File: src/rlcs_pkg.sv
package rlcs_pkg;
   // Variant selection
   typedef enum logic [1:0] {
      RLCS_VAR_SINGLE,
      RLCS_VAR_DUAL,
      RLCS_VAR_OUTPUT
   } rlcs_variant_t;

   // Switch bank width (dual variant uses pins 2 to 6)
   localparam int          SW_W          = 6;
   localparam int          WORD_W        = 16;
   // Switch positions (0-based index = pin number - 1)
   localparam int          SGL_DELAY_SW  = 3;
   localparam int          SGL_CLEAR_SW  = 2;
   localparam int          SGL_MODE_SW   = 1;
   localparam int          SGL_LAMP_SW   = 0;
   localparam int          DUAL_DELAY_SW = 5;
   localparam int          DUAL_CLEAR_SW = 4;
   localparam int          DUAL_MODE_SW  = 3;
   localparam int          DUAL_LAMP1_SW = 2;
   localparam int          DUAL_LAMP2_SW = 1;
   // Factory defaults of the switch bank
   localparam logic [5:0]  SGL_SW_DEFAULT  = 6'h01;
   localparam logic [5:0]  DUAL_SW_DEFAULT = 6'h06;
   localparam logic [5:0]  OUT_SW_DEFAULT  = 6'h00;
   // Fault flag position in fault-bit mode
   localparam int          FAULT_BIT     = 15;
   // Delay class figures, in microseconds
   localparam int          RAPID_US      = 3000;
   localparam int          STANDARD_US   = 19200;
   // Power-up link establishment limit
   localparam int          CLK_MHZ       = 100;
   localparam int          EST_LIMIT_US  = 10000;
   localparam int          EST_LIMIT_CYC = EST_LIMIT_US * CLK_MHZ;
   localparam int          EST_CNT_W     = 21;
endpackage

File: src/rlcs_chan.sv
`timescale 1ns/1ps
// One input channel: hold or clear on fault, fault bit insertion, lamp gating
module rlcs_chan
   import rlcs_pkg::*;
(
   // Clock and control
   input  wire logic                ref_clk,
   input  wire logic                rst,
   input  wire logic                clkEn,
   // Configuration
   input  wire logic                clearOnFault,
   input  wire logic                faultBitMode,
   input  wire logic                lampEnable,
   input  wire logic                estTimeout,
   // Link side
   input  wire logic [WORD_W-1:0]   linkWord,
   input  wire logic                linkWordValid,
   input  wire logic                linkFault,
   input  wire logic                delayMismatch,
   // Host side
   output logic      [WORD_W-1:0]   inputWord,
   output logic                     faultLamp
);
   logic              established;     // Normal transmission seen since reset
   logic [WORD_W-1:0] held;            // Last good data
   logic              faultFlag;       // Fault condition as host sees it
   wire               rawFault = linkFault | delayMismatch | (~established & estTimeout);
   wire               goodWord = linkWordValid & ~linkFault & ~delayMismatch;
   wire [WORD_W-1:0]  next_held = goodWord ? linkWord : held;
   // Data shown while faulted: held copy or all off
   wire [WORD_W-1:0]  faultData = clearOnFault ? '0 : held;
   // Registered flag, not the raw inputs, picks the data, so the word follows the lamp
   wire [WORD_W-1:0]  dataSel   = ~established ? '0 : (faultFlag ? faultData : held);

   // Capture good words and remember establishment
   always_ff @(posedge ref_clk) begin
      if (rst) begin
         held        <= '0;
         established <= 1'b0;
         faultFlag   <= 1'b0;
      end else if (clkEn) begin
         held        <= next_held;
         established <= established | goodWord;
         faultFlag   <= rawFault;
      end
   end

   // Bit 15 is the fault flag only in fault-bit mode
   always_comb begin
      inputWord = dataSel;
      if (faultBitMode) begin
         inputWord[FAULT_BIT] = faultFlag;
      end
   end

   // Lamp lights only with both fault and enable
   assign faultLamp = faultFlag & lampEnable;
endmodule

File: src/rlcs_top.sv
`timescale 1ns/1ps
// Function
// - Ready lamp on while powered
// - Single variant: input fault lamp on fault
// - Single and dual: fast lamp lit for rapid class
// - Clear lamp lit when clearing on fault
// - Fault-bit lamp lit in fault-bit mode
// - Dual: channel 1 lamp on fault
// - Dual: channel 2 lamp on fault
// - Output variant: delay class lamp
// - Switch 4 is delay class
// - Switch 3 handling, switch 2 mode
// - Switch 1 enables single fault lamp
// - Dual: switches 6,5,4 class, handling, mode
// - Dual: switches 3,2 enable lamps
// - Single default: switch 1 on
// - Dual default 2,3 on; output all off
// - Hold keeps inputs, clear forces off
// - Fault-bit mode: bit 15 flags fault
// - Fault after 10 ms without link
// - Delay class mismatch flags fault
module rlcs_top
   import rlcs_pkg::*;
#(
   parameter rlcs_variant_t      VARIANT    = RLCS_VAR_SINGLE,
   parameter int                 EST_CYCLES = EST_LIMIT_CYC
)
(
   // Clock, reset, enable
   input  wire logic                ref_clk,
   input  wire logic                rst,
   input  wire logic                clkEn,
   // Switch bank, 1 = on, bit 0 = pin 1
   input  wire logic [SW_W-1:0]     switches,
   // Link channels
   input  wire logic [WORD_W-1:0]   link1Word,
   input  wire logic                link1Valid,
   input  wire logic                link1Fault,
   input  wire logic                link1Rapid,
   input  wire logic [WORD_W-1:0]   link2Word,
   input  wire logic                link2Valid,
   input  wire logic                link2Fault,
   input  wire logic                link2Rapid,
   // Host input words
   output logic      [WORD_W-1:0]   input1Word,
   output logic      [WORD_W-1:0]   input2Word,
   // Link delay class as configured
   output logic                     rapidClass,
   // Lamps
   output logic                     readyLamp,
   output logic                     fault_lamp,
   output logic                     fast_delay_lamp,
   output logic                     clear_on_fault_lamp,
   output logic                     fault_bit_mode_lamp,
   output logic                     chan1_fault_lamp,
   output logic                     chan2_fault_lamp,
   output logic                     delay_class_lamp
);
   // Latched configuration, captured once after reset
   logic [SW_W-1:0]       cfg;
   logic                  cfgTaken;
   logic [EST_CNT_W-1:0]  estCnt;      // Power-up establishment timer
   logic                  estTimeout;
   logic [WORD_W-1:0]     w1;
   logic [WORD_W-1:0]     w2;
   logic                  lamp1;
   logic                  lamp2;

   wire isDual = (VARIANT == RLCS_VAR_DUAL);
   wire isOut  = (VARIANT == RLCS_VAR_OUTPUT);
   // Defaults per variant stand until the bank is sampled
   wire [SW_W-1:0] swDefault = isDual ? DUAL_SW_DEFAULT :
                               (isOut ? OUT_SW_DEFAULT : SGL_SW_DEFAULT);
   // Field decode depends on variant
   wire cfgRapid = isDual ? cfg[DUAL_DELAY_SW] : cfg[SGL_DELAY_SW];
   wire cfgClear = ~isOut & (isDual ? cfg[DUAL_CLEAR_SW] : cfg[SGL_CLEAR_SW]);
   wire cfgMode  = ~isOut & (isDual ? cfg[DUAL_MODE_SW] : cfg[SGL_MODE_SW]);
   wire lampEn1  = ~isOut & (isDual ? cfg[DUAL_LAMP1_SW] : cfg[SGL_LAMP_SW]);
   wire lampEn2  = isDual & cfg[DUAL_LAMP2_SW];
   // Unused pins are simply not decoded, so a stray on does nothing
   wire mism1 = link1Rapid ^ cfgRapid;
   wire mism2 = link2Rapid ^ cfgRapid;
   wire [EST_CNT_W-1:0] estLimit = EST_CNT_W'(EST_CYCLES);

   // Sample switches once, the first enabled cycle after reset
   always_ff @(posedge ref_clk) begin
      if (rst) begin
         cfg      <= swDefault;
         cfgTaken <= 1'b0;
      end else if (clkEn && !cfgTaken) begin
         cfg      <= switches;
         cfgTaken <= 1'b1;
      end
   end

   // Count up to the establishment limit after reset
   always_ff @(posedge ref_clk) begin
      if (rst) begin
         estCnt     <= '0;
         estTimeout <= 1'b0;
      end else if (clkEn && !estTimeout) begin
         estCnt     <= estCnt + 1'b1;
         estTimeout <= (estCnt == estLimit - 1'b1);
      end
   end

   // Channel 1 serves single and dual variants
   rlcs_chan u_chan1 (
      .ref_clk       (ref_clk),
      .rst           (rst),
      .clkEn         (clkEn),
      .clearOnFault  (cfgClear),
      .faultBitMode  (cfgMode),
      .lampEnable    (lampEn1),
      .estTimeout    (estTimeout),
      .linkWord      (link1Word),
      .linkWordValid (link1Valid),
      .linkFault     (link1Fault),
      .delayMismatch (mism1),
      .inputWord     (w1),
      .faultLamp     (lamp1)
   );

   // Channel 2 only matters on the dual variant
   rlcs_chan u_chan2 (
      .ref_clk       (ref_clk),
      .rst           (rst),
      .clkEn         (clkEn),
      .clearOnFault  (cfgClear),
      .faultBitMode  (cfgMode),
      .lampEnable    (lampEn2),
      .estTimeout    (estTimeout),
      .linkWord      (link2Word),
      .linkWordValid (link2Valid),
      .linkFault     (link2Fault),
      .delayMismatch (mism2),
      .inputWord     (w2),
      .faultLamp     (lamp2)
   );

   // Host words; unused channels read zero
   assign input1Word          = isOut ? '0 : w1;
   assign input2Word          = isDual ? w2 : '0;
   assign rapidClass          = cfgRapid;
   // Lamps
   assign readyLamp           = 1'b1;
   assign fault_lamp          = ~isDual & ~isOut & lamp1;
   assign chan1_fault_lamp    = isDual & lamp1;
   assign chan2_fault_lamp    = isDual & lamp2;
   assign fast_delay_lamp     = ~isOut & cfgRapid;
   assign delay_class_lamp    = isOut & cfgRapid;
   assign clear_on_fault_lamp = cfgClear;
   assign fault_bit_mode_lamp = cfgMode;
endmodule

File: config.mk
export PLATFORM = sky130hd
export DESIGN_NAME = rlcs_top
export DESIGN_NICKNAME = d
export VERILOG_FILES = /design/src/rlcs_pkg.sv /design/src/rlcs_chan.sv /design/src/rlcs_top.sv
export SDC_FILE = /design/constraint.sdc
export NUM_CORES = 1
export LEC_CHECK = 0
export BUFFER_PORTS_ARGS = -buffer_cell sky130_fd_sc_hd__buf_2
export CAP_MARGIN = 20
export CELL_PAD_IN_SITES_DETAIL_PLACEMENT = 1
export CELL_PAD_IN_SITES_GLOBAL_PLACEMENT = 1
export CORE_ASPECT_RATIO = 0.7
export CORE_MARGIN = 5
export CORE_UTILIZATION = 35
export DETAILED_ROUTE_END_ITERATION = 7
export PLACE_DENSITY = 0.92
export SYNTH_ARGS = -nofsm -noshare
export SYNTH_HDL_FRONTEND = slang
export SYNTH_SLANG_ARGS = --single-unit
File: constraint.sdc
create_clock -name ref_clk -period 1.9 [get_ports ref_clk]
set_input_delay 0.38 -clock ref_clk [delete_from_list [all_inputs] [get_ports ref_clk]]
set_output_delay 0.38 -clock ref_clk [all_outputs]
set_load 0.03 [all_outputs]
== Word level (Yosys, flattened, before mapping) ==
Index checks and enable logic that the tools add are counted.
Word-level totals
  register bits: 45
  bits of input ports: 47
  output and inout bits: 41
Cells by class
  add/sub/neg operators: 1
  eq/ne operators: 1
  multiplexer cells: 4
  bitwise operators: 11
  reduce and logical (&&, ||, !) cells: 5
Operators with widths (count)
  $mux W16: 3
  $add A21 B1 Y21 const B: 1
  $eq A21 B20 Y1 const B: 1
  $and A1 B1 Y1: 4
  $not A1 Y1: 3
  $or A1 B1 Y1: 3
  $logic_and A1 B1 Y1: 2
  $logic_not A1 Y1: 2
  $reduce_and A2 Y1: 1
  $mux W1: 1
  $xor A1 B1 Y1: 1

== Depth between registers and ports, before layout ==
Gate-level depths: netlist (run 1).
  depth in word-level cells: 4
  gate-level depth with buffers: 6
  mapped depth without buffers: 5

== Cells and area by module ==
From an unflattened synthesis (run 1), not the netlist that was laid out.
Unflattened totals
  cells, all modules: 257
  area, all modules: 2321.0 sq um
By module, submodules not included
  rlcs_top: instances 1, cells an instance 160, area each 1382.6 sq um
  rlcs_chan: instances 1, cells an instance 97, area each 938.4 sq um

== Worst setup path after synthesis (run 1) ==
No wires, ideal clock.
  path type: reg-to-output
  start point: reg cfg[2]
  end point: out input1Word[15]
  arrival time: 1481 ps
  data required time: 1520 ps
  slack: 39 ps
  cell stages (with the launch flop): 4
  cells stage by stage: dfxtp_1 a21oi_1 nand2_1 o21ai_0
Between the ends
  longest elaborated chain between the ends: 4
RTL lines
  from (decl): line rlcs_top.sv:60  | logic [SW_W-1:0] cfg;
  from (signal assigned): line rlcs_top.sv:88  | cfg <= swDefault;
  from (signal assigned): line rlcs_top.sv:91  | cfg <= switches;
  $mux W16: line rlcs_chan.sv:31  | wire [WORD_W-1:0] faultData = clearOnFault ? '0 : held;
  $mux W16 (2 in series): line rlcs_chan.sv:33  | wire [WORD_W-1:0] dataSel = ~established ? '0 : (faultFlag ? faultData : held);
  $mux W1: line rlcs_chan.sv:51  | if (faultBitMode) begin
  to (decl): line rlcs_top.sv:45  | output logic [WORD_W-1:0] input1Word,
Every way passes these cells.

== Worst setup path in the final report (run 1) ==
  start point: reg u_chan1.established
  end point: out input1Word[15]
Between the ends
  longest elaborated chain between the ends: 2
RTL lines
  from (decl): line rlcs_chan.sv:24  | logic established;
  from (signal assigned): line rlcs_chan.sv:43  | established <= established | goodWord;
  $mux W16: line rlcs_chan.sv:33
  $mux W1: line rlcs_chan.sv:51
Every way passes these cells.

==> results of run 1 <==
-- area by class of cell --
class                   instances  area (µm²)
clock buffers                   7       96.34
clock inverters                 1       5.005
fillers                       734        3557
inverters                       5       18.77
multi-input cells             176        1127
flip-flops and latches         45       903.4
well taps                      78       97.59
repair buffers                 60       350.3
-- power by group through the flow --
stage	clock (mW)	combinational [mW]	sequential [mW]
3_5_place_dp	0	0.209	1.00
4_1_cts	0.680	0.213	0.984
6_report	0.669	0.217	0.985
3_3_place_gp	0	0.201	1.00
2_1_floorplan	0	0.172	1.01
5_1_grt	0.714	0.232	0.989
-- state kept, by name, summed over array words and instances (netlist names) --
name / count
estCnt: 21
u_chan1.held: 16
cfg: 4
u_chan1.established: 1
estTimeout: 1
cfgTaken: 1
u_chan1.faultFlag: 1
-- layer usage --
layer,vias up,share of wire (%),wire length [µm]
li1,884,-,-
met2,41,49,3002
met5,-,0,0
met4,0,1.9,116
met1,857,44,2686
met3,14,4.5,273
-- worst max-delay path by stage --
stage / to / cells past startpoint
after floorplan: input1Word[15] / 3
after global placement: estCnt[19]$_SDFFE_PP0P_ / 5
after detailed placement: estCnt[20]$_SDFFE_PP0P_ / 5
after CTS: input1Word[15] / 6
after global routing: input1Word[15] / 6
final: input1Word[15] / 6
-- logic make-up after synthesis --
kind of cell	after synthesis
simple gates	100
flops	45
buf+inv	40
compound gates	22
mux	20
xor+xnor	13
other cells	2
fa+ha+maj	1
-- stage by stage --
step	power [mW]	std cells	worst slack [ps]	util, %	instance area [µm²]
after floorplan	1.181	261	39.44	-	2262
after global placement	1.203	362	79.19	39.82	2451
after detailed placement	1.213	362	5.409	39.82	2451
after CTS	1.878	371	9.320	41.81	2574
after global routing	1.935	372	-22.01	42.22	2599
final	1.871	372	70.42	42.22	2599
-- worst register-to-register path, cell delays in order, from the launching register on --
cell     delay (ps)
dfxtp_1         500
nand4_4         150
or3_4           450
or4_1           500
a21oi_1         150
-- repair_timing --
action,CTS,global route
setup buffers,0,1
gates resized for setup,5,6
pin swaps,0,1
cloned,1,0
setup endpoints to repair,3,14
-- cell usage in the layout (no fill, tap or decap), types with 2 or more instances in the layout --
master	count
nand3_2	2
nor2_1	35
buf_4	13
nand4_1	3
buf_2	45
dfxtp_1	43
a21oi_1	10
nor2b_1	3
clkbuf_8	7
nand3_1	4
or3_1	2
dfxtp_2	2
or3_2	2
or4_1	5
and2_1	16
inv_1	5
xnor2_1	10
o21ai_0	4
and4_1	2
nor3_1	3
xor2_1	3
nand2_1	7
mux2i_1	20
o31ai_1	5
nand3b_1	2
conb_1	20
or3_4	2
nor4_1	5
==> impl_results.md, run 1 <==
* Post-layout min period at 1830 ps
* Initial antenna violation count at 0
* Lkg Pwr at 1.209 nW
* Critical Path, Cell by Cell: inv_1 -> a21oi_4 -> buf_4 -> nand2_1 -> o21ai_0 -> buf_4
* Outcome: finished clean
* Met2 Usage GRT at 24.84%
* Pin count of the biggest net entering global routing at 46
* Antenna-violating nets left at 0
* Ys flop type: dfxtp_1
* Nature of the critical path endpoint: primary output
* GRT Overall Usage at 14.65%
* Syn. warnings at 0
* Pwr Density at 720.0 mW/mm²
* Reg2reg end: estCnt[20]$_SDFFE_PP0P_
* Largest buffer count on any clock path at 2
* Type of origin of the critical path: flop
* Crit Reg-Reg Startpoint: estCnt[5]$_SDFFE_PP0P_
* Top post-synthesis cells by area: dfxtp_1 (41%), mux2i_1 (9.1%), buf_4 (7.5%)
* Crit-path slowest cell: dfxtp_1
* CTS tree: yes
* WP data required at 1520 ps
* Largest area contributor in the netlist: dfxtp_1
* Die ar. at 0.007979 mm²
* Vias at 1796
* Synth Area in Adders at 0.5701%
* Sw Pwr at 0.5042 mW
* GR Util met3 at 3.556%
* Root Buffer: clkbuf_8
* Syn_area_per_cell at 9.031 µm²
* Post-Syn Area at 0.002195 mm²
* Dpl hpwl at 4.187 mm
* Sequential share of the synthesized area at 41.05%
* Chip height at 76.25 µm
* Cell repeated most along the worst path: buf_4
* Sw Ratio at 26.95%
* Starting Density at 35.65%
* Core area at 0.006156 mm²
* # rows at 24
* Count leader, synth: dfxtp_1
* Ys async rst share at 0%
* I/O Buffers at 46
* Fin. max-slew vios at 0
* Post-synthesis mux area share at 9.122%
* Crit path max-delay family: buffers and inverters
* Final WL at 6.079 mm
* Xor and xnor area share after synthesis at 5.188%
* Most frequent cells after synthesis: dfxtp_1 (45), nor2_1 (35), buf_4 (22), mux2i_1 (20), and2_1 (16)
* Cts hold-fix bufs at 0
* Library cells used by synthesis at 40
* Combinational fraction of design power at 11.6%
* EDFF count, synth at 0
* Hold path startpoint: switches[0]
* Crit path DAT at 1450 ps
* Synth top area share at 41.05%
* Layout cell share with drive strength beyond 1 at 27.21%
* Max Cap Viol at 0
* Setup TNS at 0 ps
* Worst Skew at 4.952 ps
* ANT cells at 0
* Synth Area in Simple Gates at 26.05%
* Critical path startpoint: u_chan1.established$_SDFFE_PP0P_
* Seq pwr share at 52.7%
* Worst VDD drop at 0.0002570 V
* Drt pass-1 iters at 4
* Top Usage Layer GRT: met2
* Vias in the first global route at 1939
* Clock latency at the later pin of the worst-skew pair at 310 ps
* Synthesized flop and latch total at 45
* Int Pwr at 1.367 mW
* Worst Hold Path EP: cfg[0]$_SDFFE_PP1P_
* CTS Buf Count at 5
* Reg clk slew, reported paths at 80 ps
* Die X at 104.6 µm
* Worst min path class: in2reg
* WL/cell at 16.34 µm
* Io pins at 88
* GRT met1 Usage at 17.97%
* CP peak stage delay at 330 ps
* Area growth syn-to-layout at 18.41%
* CP bufs+invs at 3
* Critical Path Fanout Max at 7
* Vias per cell at 4.828
* Placer Congestion at 0.7921
* F_max at 546.6 MHz
* Clock group share of total power at 35.7%
* Final nets at 341
* R2R setup slack at 100 ps
* Hold path cells at 2
* CTS sink cnt at 45
* Final hold viol count at 0
* First-pass GRT wire length at 9.439 mm
* Reg2Reg Depth at 4
* H-tree levels at 2
* Final setup fails at 0
* Final worst path period share at 96.29%
* Post-Syn Instances at 243
* Hold WS at 278.0 ps
* Unrepaired setup endpoints after global routing: true
* DR iter-0 viols at 62
* Grt ovf at 0
* Critical path type: reg2out
* Synth Area in Compound Gates at 5.815%
* DRC at 0
* Largest family of logic cells by synthesized area: simple AND/OR/NAND/NOR gates
No activity file was read; power rests on OpenSTA's default activity.
==> run 2, diff against run 1 <==
Settings changed: ABC_AREA set to 1, CORE_UTILIZATION 35 to 33, PLACE_DENSITY 0.92 to 0.91, RECOVER_POWER set to 100.
==> run 2 against run 1 <==
Total power is 7.2% higher. Clock-buffer cell count is 1 lower. Non-clock buffer count is 12 lower. Worst setup slack better by 78 ps. Worst hold slack better by 12 ps. Core utilization is 4.2 points lower.
==> impl_results.md, run 2 <==
* Outcome: finished clean
* WL/cell at 11.87 µm
* F_max at 571.0 MHz
* Synth top area share at 37.33%
* Library cells used by synthesis at 30
* Count leader, synth: nor2_1
* Final WL at 6.123 mm
* Worst min path class: in2reg
* Final nets at 465
* Seq pwr share at 49.5%
* I/O Buffers at 46
* Grt ovf at 0
* Unrepaired setup endpoints after global routing: false
* Dpl hpwl at 4.687 mm
* Ys flop type: dfxtp_1
* Io pins at 88
* Root Buffer: clkbuf_8
* Setup TNS at 0 ps
* Combinational fraction of design power at 11.7%
* Worst Max-Slew Pin Slew at 624.1 ps
* Fin. max-slew vios at 0
* H-tree levels at 2
* Most frequent cells after synthesis: nor2_1 (89), nand2_1 (75), inv_1 (58), dfxtp_1 (45), buf_4 (24)
* Starting Density at 33.42%
* Ys async rst share at 0%
* DP Area at 0.002660 mm²
* CTS Buf Count at 5
* Area growth syn-to-layout at 13.84%
* EDFF count, synth at 0
* Sw Pwr at 0.5441 mW
* Sequential share of the synthesized area at 37.33%
* Final hold viol count at 0
* Type of origin of the critical path: flop
* Reg clk slew, reported paths at 90 ps
* Lkg Pwr at 1.302 nW
* R2R setup slack at 290 ps
* DRC at 0
* Most common cell after layout, fill and taps aside: nor2_1
* Max Cap Viol at 0
* Largest registers: estCnt x21, u_chan1.held x16, cfg x4
* Die ar. at 0.009151 mm²
* Clock latency at the later pin of the worst-skew pair at 300 ps
* Sw Ratio at 27.12%
* Worst Skew at 7.459 ps
* DR iter-0 viols at 50
* # rows at 26
* First-pass GRT wire length at 10.34 mm
* Max_slew headroom at 58.39%
* Synthesized flop and latch total at 45
* Drt pass-1 iters at 4
* Commonest cells after routing, fill and taps aside: nor2_1 (90), nand2_1 (75), inv_1 (58)
* Vias per cell at 4.405
* Initial antenna violation count at 0
* Largest area contributor in the netlist: dfxtp_1
* Reg with most FFs: estCnt
* ANT cells at 0
* Chip height at 81.55 µm
* Tot Pwr at 2.006 mW
* Final core utilization at 38.05%
* Design area at 0.002748 mm²
* WP data required at 1520 ps
* Syn_area_per_cell at 6.471 µm²
* Critical path type: reg2out
* Nature of the critical path endpoint: primary output
* Core area at 0.007222 mm²
* Final worst path period share at 92.17%
* Pin count of the biggest net entering global routing at 34
* Antenna-violating nets left at 0
* Worst VDD drop at 0.0002564 V
* Critical Path Fanout Max at 15
* Vias in the first global route at 2409
* Final setup fails at 0
* Placer Congestion at 0.8118
* Post-Syn Instances at 373
* Post-layout min period at 1751 ps
* Pwr Density at 730.1 mW/mm²
* CTS sink cnt at 45
* Layout cell share with drive strength beyond 1 at 15.55%
* Clock group share of total power at 38.8%
* Int Pwr at 1.462 mW
* CTS tree: yes
* Die X at 112.2 µm
* Post-Syn Area at 0.002414 mm²
* Top post-synthesis cells by area: dfxtp_1 (37%), nor2_1 (14%), nand2_1 (12%)
* Largest register FFs at 21
* Vias at 2273
* Syn. warnings at 0
* GRT Overall Usage at 13.63%
* Crit path DAT at 1370 ps
* Largest buffer count on any clock path at 2
run 2: changes by cell type in the layout (fill, tap and decap cells not counted), moves of 6 or more:
cell / change
and2_1: -15
buf_4: -13
xnor2_1: -9
buf_2: -15
inv_1: +53
clkbuf_2: +12
nand3_1: +15
nand2_1: +68
o21ai_0: +9
clkbuf_1: +6
mux2i_1: -20
nor2_1: +55
run 2: kinds of logic after synthesis:
kind of cell / synth area share, %
buffers and inverters: 17.83
other: 0.3112
XOR/XNOR: 0.7259
AND/OR/NAND/NOR: 37.01
AO/OA/AOI/OAI: 6.273
flip-flops: 37.32
adder cells (fa/ha/maj): 0.5183
run 2: final cells by class:
class | count | area [µm²]
Sequential cell | 45 | 900.9
Clock buffer | 6 | 82.58
Fill cell | 996 | 4474
Inverter | 61 | 229.0
Clock inverter | 2 | 37.54
Timing Repair Buffer | 48 | 232.7
Multi-Input combinational cell | 256 | 1142
Tap cell | 98 | 122.6
run 2: metrics by stage:
step | instances | hold WS, ps | setup slack, ps
after floorplan | 391 | 429.2 | 258.0
after global placement | 508 | 443.4 | 352.7
after detailed placement | 508 | 460.0 | 291.7
after CTS | 516 | 283.1 | 131.5
after global routing | 516 | 308.8 | 8.673
final | 516 | 290.0 | 148.8
run 2: worst paths after layout:
kind / start / to / depth (start not counted)
setup / recovery: cfg[2]$_SDFFE_PP0P_ / input1Word[0] / 4
hold / removal: switches[0] / cfg[0]$_SDFFE_PP1P_ / 3
setup reg to reg: cfg[3]$_SDFFE_PP0P_ / u_chan1.held[7]$_SDFFE_PP0P_ / 8
hold reg to reg: cfg[0]$_SDFFE_PP1P_ / cfg[0]$_SDFFE_PP1P_ / 2
run 2: power by group through the flow:
stage | Clock [mW] | Combinational [mW] | Sequential [mW]
detailed placement | 0 | 0.241 | 1.01
global route | 0.821 | 0.265 | 0.998
global placement | 0 | 0.233 | 1.01
finish | 0.778 | 0.235 | 0.993
floorplan | 0 | 0.200 | 1.02
CTS | 0.797 | 0.243 | 0.993
run 2: what timing repair did:
item                                    4_1_cts  5_1_grt
hold buffers                                  0        0
endpoints found under the setup margin       15        0
setup buffers                                 0        0
resized for setup                             1        0
hold endpoints to repair                      0        0
run 2: per-layer routing:
metal	track usage [%]	part of all wire [%]	up-vias
met4	3.241	0.77	0
met1	15.91	45	1076
met3	3.166	3.9	5
met5	0	0	-
met2	25.62	50	34
li1	-	-	1158
run 2: critical path, stage by stage (launching register included):
cell     delay (ps)
dfxtp_1         350
nand2_1         110
nand2_2         220
nor2_1          170
buf_2           220
==> run 3, diff against run 2 <==
Settings changed: CORE_UTILIZATION 33 to 34, PLACE_DENSITY 0.91 to 0.92, SYNTH_HIERARCHICAL set to 1.
==> run 3 against run 2 <==
Non-clock buffer count decreased by 1. Via count is 5.1% higher. Die area up 0.34%. Clock-buffer cell count unchanged. Worst setup slack improved by 26 ps. Routed wire length grew 7.4%. Area after synthesis grew 3.4%. Cell count decreased by 0.39%. Clock skew increased by 1.6 ps. Combinational power increased by 11%. Synthesized cell count up 0.27%. Critical path depth unchanged. Critical path type unchanged. Largest power group unchanged.
==> impl_results.md, run 3 <==
* Critical Path Fanout Max at 15
* Pin count of the biggest net entering global routing at 35
* Unrepaired setup endpoints after global routing: false
* Worst Skew at 9.085 ps
* Largest buffer count on any clock path at 2
* Final worst path period share at 90.79%
* Worst min path class: in2reg
* Seq pwr share at 50.1%
* Max_slew headroom at 48.56%
* Antenna-violating nets left at 0
* Reg2Reg Depth at 6
* Drt pass-1 iters at 4
* Ys async rst share at 0%
* Int Pwr at 1.434 mW
* Largest registers: estCnt x21, u_chan1/held x16, cfg x4
* Area growth syn-to-layout at 11.08%
* Crit-path slowest cell: dfxtp_1
* Most common cell after layout, fill and taps aside: nor2_1
* WP data required at 1520 ps
* R2R setup slack at 220 ps
* Final nets at 463
* Layout cell share with drive strength beyond 1 at 15.63%
* Largest area contributor in the netlist: dfxtp_1
* Max Cap Viol at 0
* Ys flop type: dfxtp_1
* I/O Buffers at 46
* Initial antenna violation count at 0
* Sw Ratio at 27.81%
* H-tree levels at 2
* Lkg Pwr at 1.209 nW
* Clock latency at the later pin of the worst-skew pair at 300 ps
* Placer Congestion at 0.8209
* Setup TNS at 0 ps
* Syn_area_per_cell at 6.674 µm²
* Starting Density at 34.56%
* F_max at 579.7 MHz
* ANT cells at 0
* Worst Max-Slew Pin Slew at 771.7 ps
* Worst VDD drop at 0.0002836 V
* Critical path type: reg2out
* Post-Syn Area at 0.002496 mm²
* CTS sink cnt at 45
* Vias per cell at 4.646
* Final core utilization at 38.39%
* Die ar. at 0.009182 mm²
* Crit path DAT at 1350 ps
* Dpl cells at 506
* Final WL at 6.575 mm
* Post-Syn Instances at 374
* Tot Pwr at 1.987 mW
* Post-layout min period at 1725 ps
* Type of origin of the critical path: flop
* WL/cell at 12.79 µm
* Sequential share of the synthesized area at 36.09%
* # rows at 26
* Final WS setup at 175.0 ps
* Count leader, synth: nor2_1
* Vias at 2388
* Fin. max-slew vios at 0
* Final setup fails at 0
* Grt ovf at 0
* Outcome: finished clean
* CP peak stage delay at 340 ps
* Most frequent cells after synthesis: nor2_1 (82), nand2_1 (57), inv_1 (56), dfxtp_1 (45), nand3_1 (27)
* Post-CTS Setup Inserts at 0
* Chip height at 81.69 µm
* Final hold viol count at 0
* Top post-synthesis cells by area: dfxtp_1 (36%), nor2_1 (12%), nand2_1 (8.6%)
* Reg with most FFs: estCnt
* Critical Path, Cell by Cell: nand2_1 -> nand2_2 -> nor2_1 -> clkbuf_2
* Sw Pwr at 0.5524 mW
* Synth top area share at 36.09%
* Clock group share of total power at 36.7%
* Hold path cells at 3
* Combinational fraction of design power at 13.2%
* Die X at 112.4 µm
* Largest register FFs at 21
* First-pass GRT wire length at 10.77 mm
* Io pins at 88
* Synthesized flop and latch total at 45
* DR iter-0 viols at 105
* Nature of the critical path endpoint: primary output
* EDFF count, synth at 0
* Vias in the first global route at 2432
* Cell Count, Final, Fillers Out at 514
* Pwr Density at 716.5 mW/mm²
* Root Buffer: clkbuf_8
* Commonest cells after routing, fill and taps aside: nor2_1 (83), nand2_1 (58), inv_1 (56)
* Dpl ws at 316.8 ps
* CTS tree: yes
* Dpl hpwl at 5.168 mm
* Reg clk slew, reported paths at 90 ps
* Library cells used by synthesis at 29
* Syn. warnings at 6
* CTS Buf Count at 5
* DRC at 0
* GRT Overall Usage at 14.29%
* Core area at 0.007222 mm²
[run 3: what timing repair did]
item,CTS,global route
endpoints found under the setup margin,2,0
hold buffers,0,0
gates resized for setup,1,0
[run 3: metrics by stage]
stage          hold slack (ps)  instance area [µm²]
5_1_grt                  303.2                 2773
6_report                 299.0                 2773
3_3_place_gp             449.5                 2683
4_1_cts                  295.9                 2796
2_1_floorplan            429.2                 2564
3_5_place_dp             464.2                 2683
[run 3: routing by layer]
| layer | vias to the layer above | part of all wire (%) | GRT usage [%] |
|---|---|---|---|
| met3 | 14 | 4.3 | 3.240 |
| met1 | 1129 | 44 | 16.61 |
| li1 | 1192 | - | - |
| met5 | - | 0 | 0 |
| met4 | 0 | 2.4 | 6.002 |
| met2 | 53 | 50 | 25.74 |
[run 3: path summary, 6_finish.rpt]
kind | from | endpoint
worst max-delay path | u_chan1/faultFlag$_SDFFE_PP0P_ | input1Word[0]
worst min-delay path | switches[1] | cfg[1]$_SDFFE_PP0P_
worst max register to register | cfg[3]$_SDFFE_PP0P_ | u_chan1/held[6]$_SDFFE_PP0P_
worst min register to register | cfgTaken$_SDFFE_PP0P_ | cfgTaken$_SDFFE_PP0P_
[run 3: area by class of cell]
type	count	area [µm²]
Timing Repair Buffer	47	226.5
Multi-Input combinational cell	258	1194
Inverter	58	217.7
Fill cell	980	4449
Clock inverter	2	38.79
Sequential cell	45	900.9
Tap cell	98	122.6
Clock buffer	6	72.57
[run 3: power groups by stage]
| stage | clock (mW) | combinational [mW] | sequential [mW] |
|---|---|---|---|
| after detailed placement | 0 | 0.267 | 1.02 |
| after global placement | 0 | 0.257 | 1.02 |
| final | 0.729 | 0.262 | 0.996 |
| after CTS | 0.748 | 0.268 | 0.996 |
| after floorplan | 0 | 0.235 | 1.02 |
| after global routing | 0.786 | 0.292 | 1.00 |
[run 3: kinds of logic after synthesis]
kind of cell	after synthesis	synth area share (%)
simple gates	193	34.74
buf+inv	89	18.40
flops	45	36.09
compound gates	41	8.923
xor+xnor	3	1.053
other cells	2	0.3009
fa+ha+maj	1	0.5012
[run 3: critical path: cells and delay by family, from the launching register on]
family | cells | cell delay [ps]
AND/OR/NAND/NOR | 3 | 470
flip-flops | 1 | 340
buffers and inverters | 1 | 220
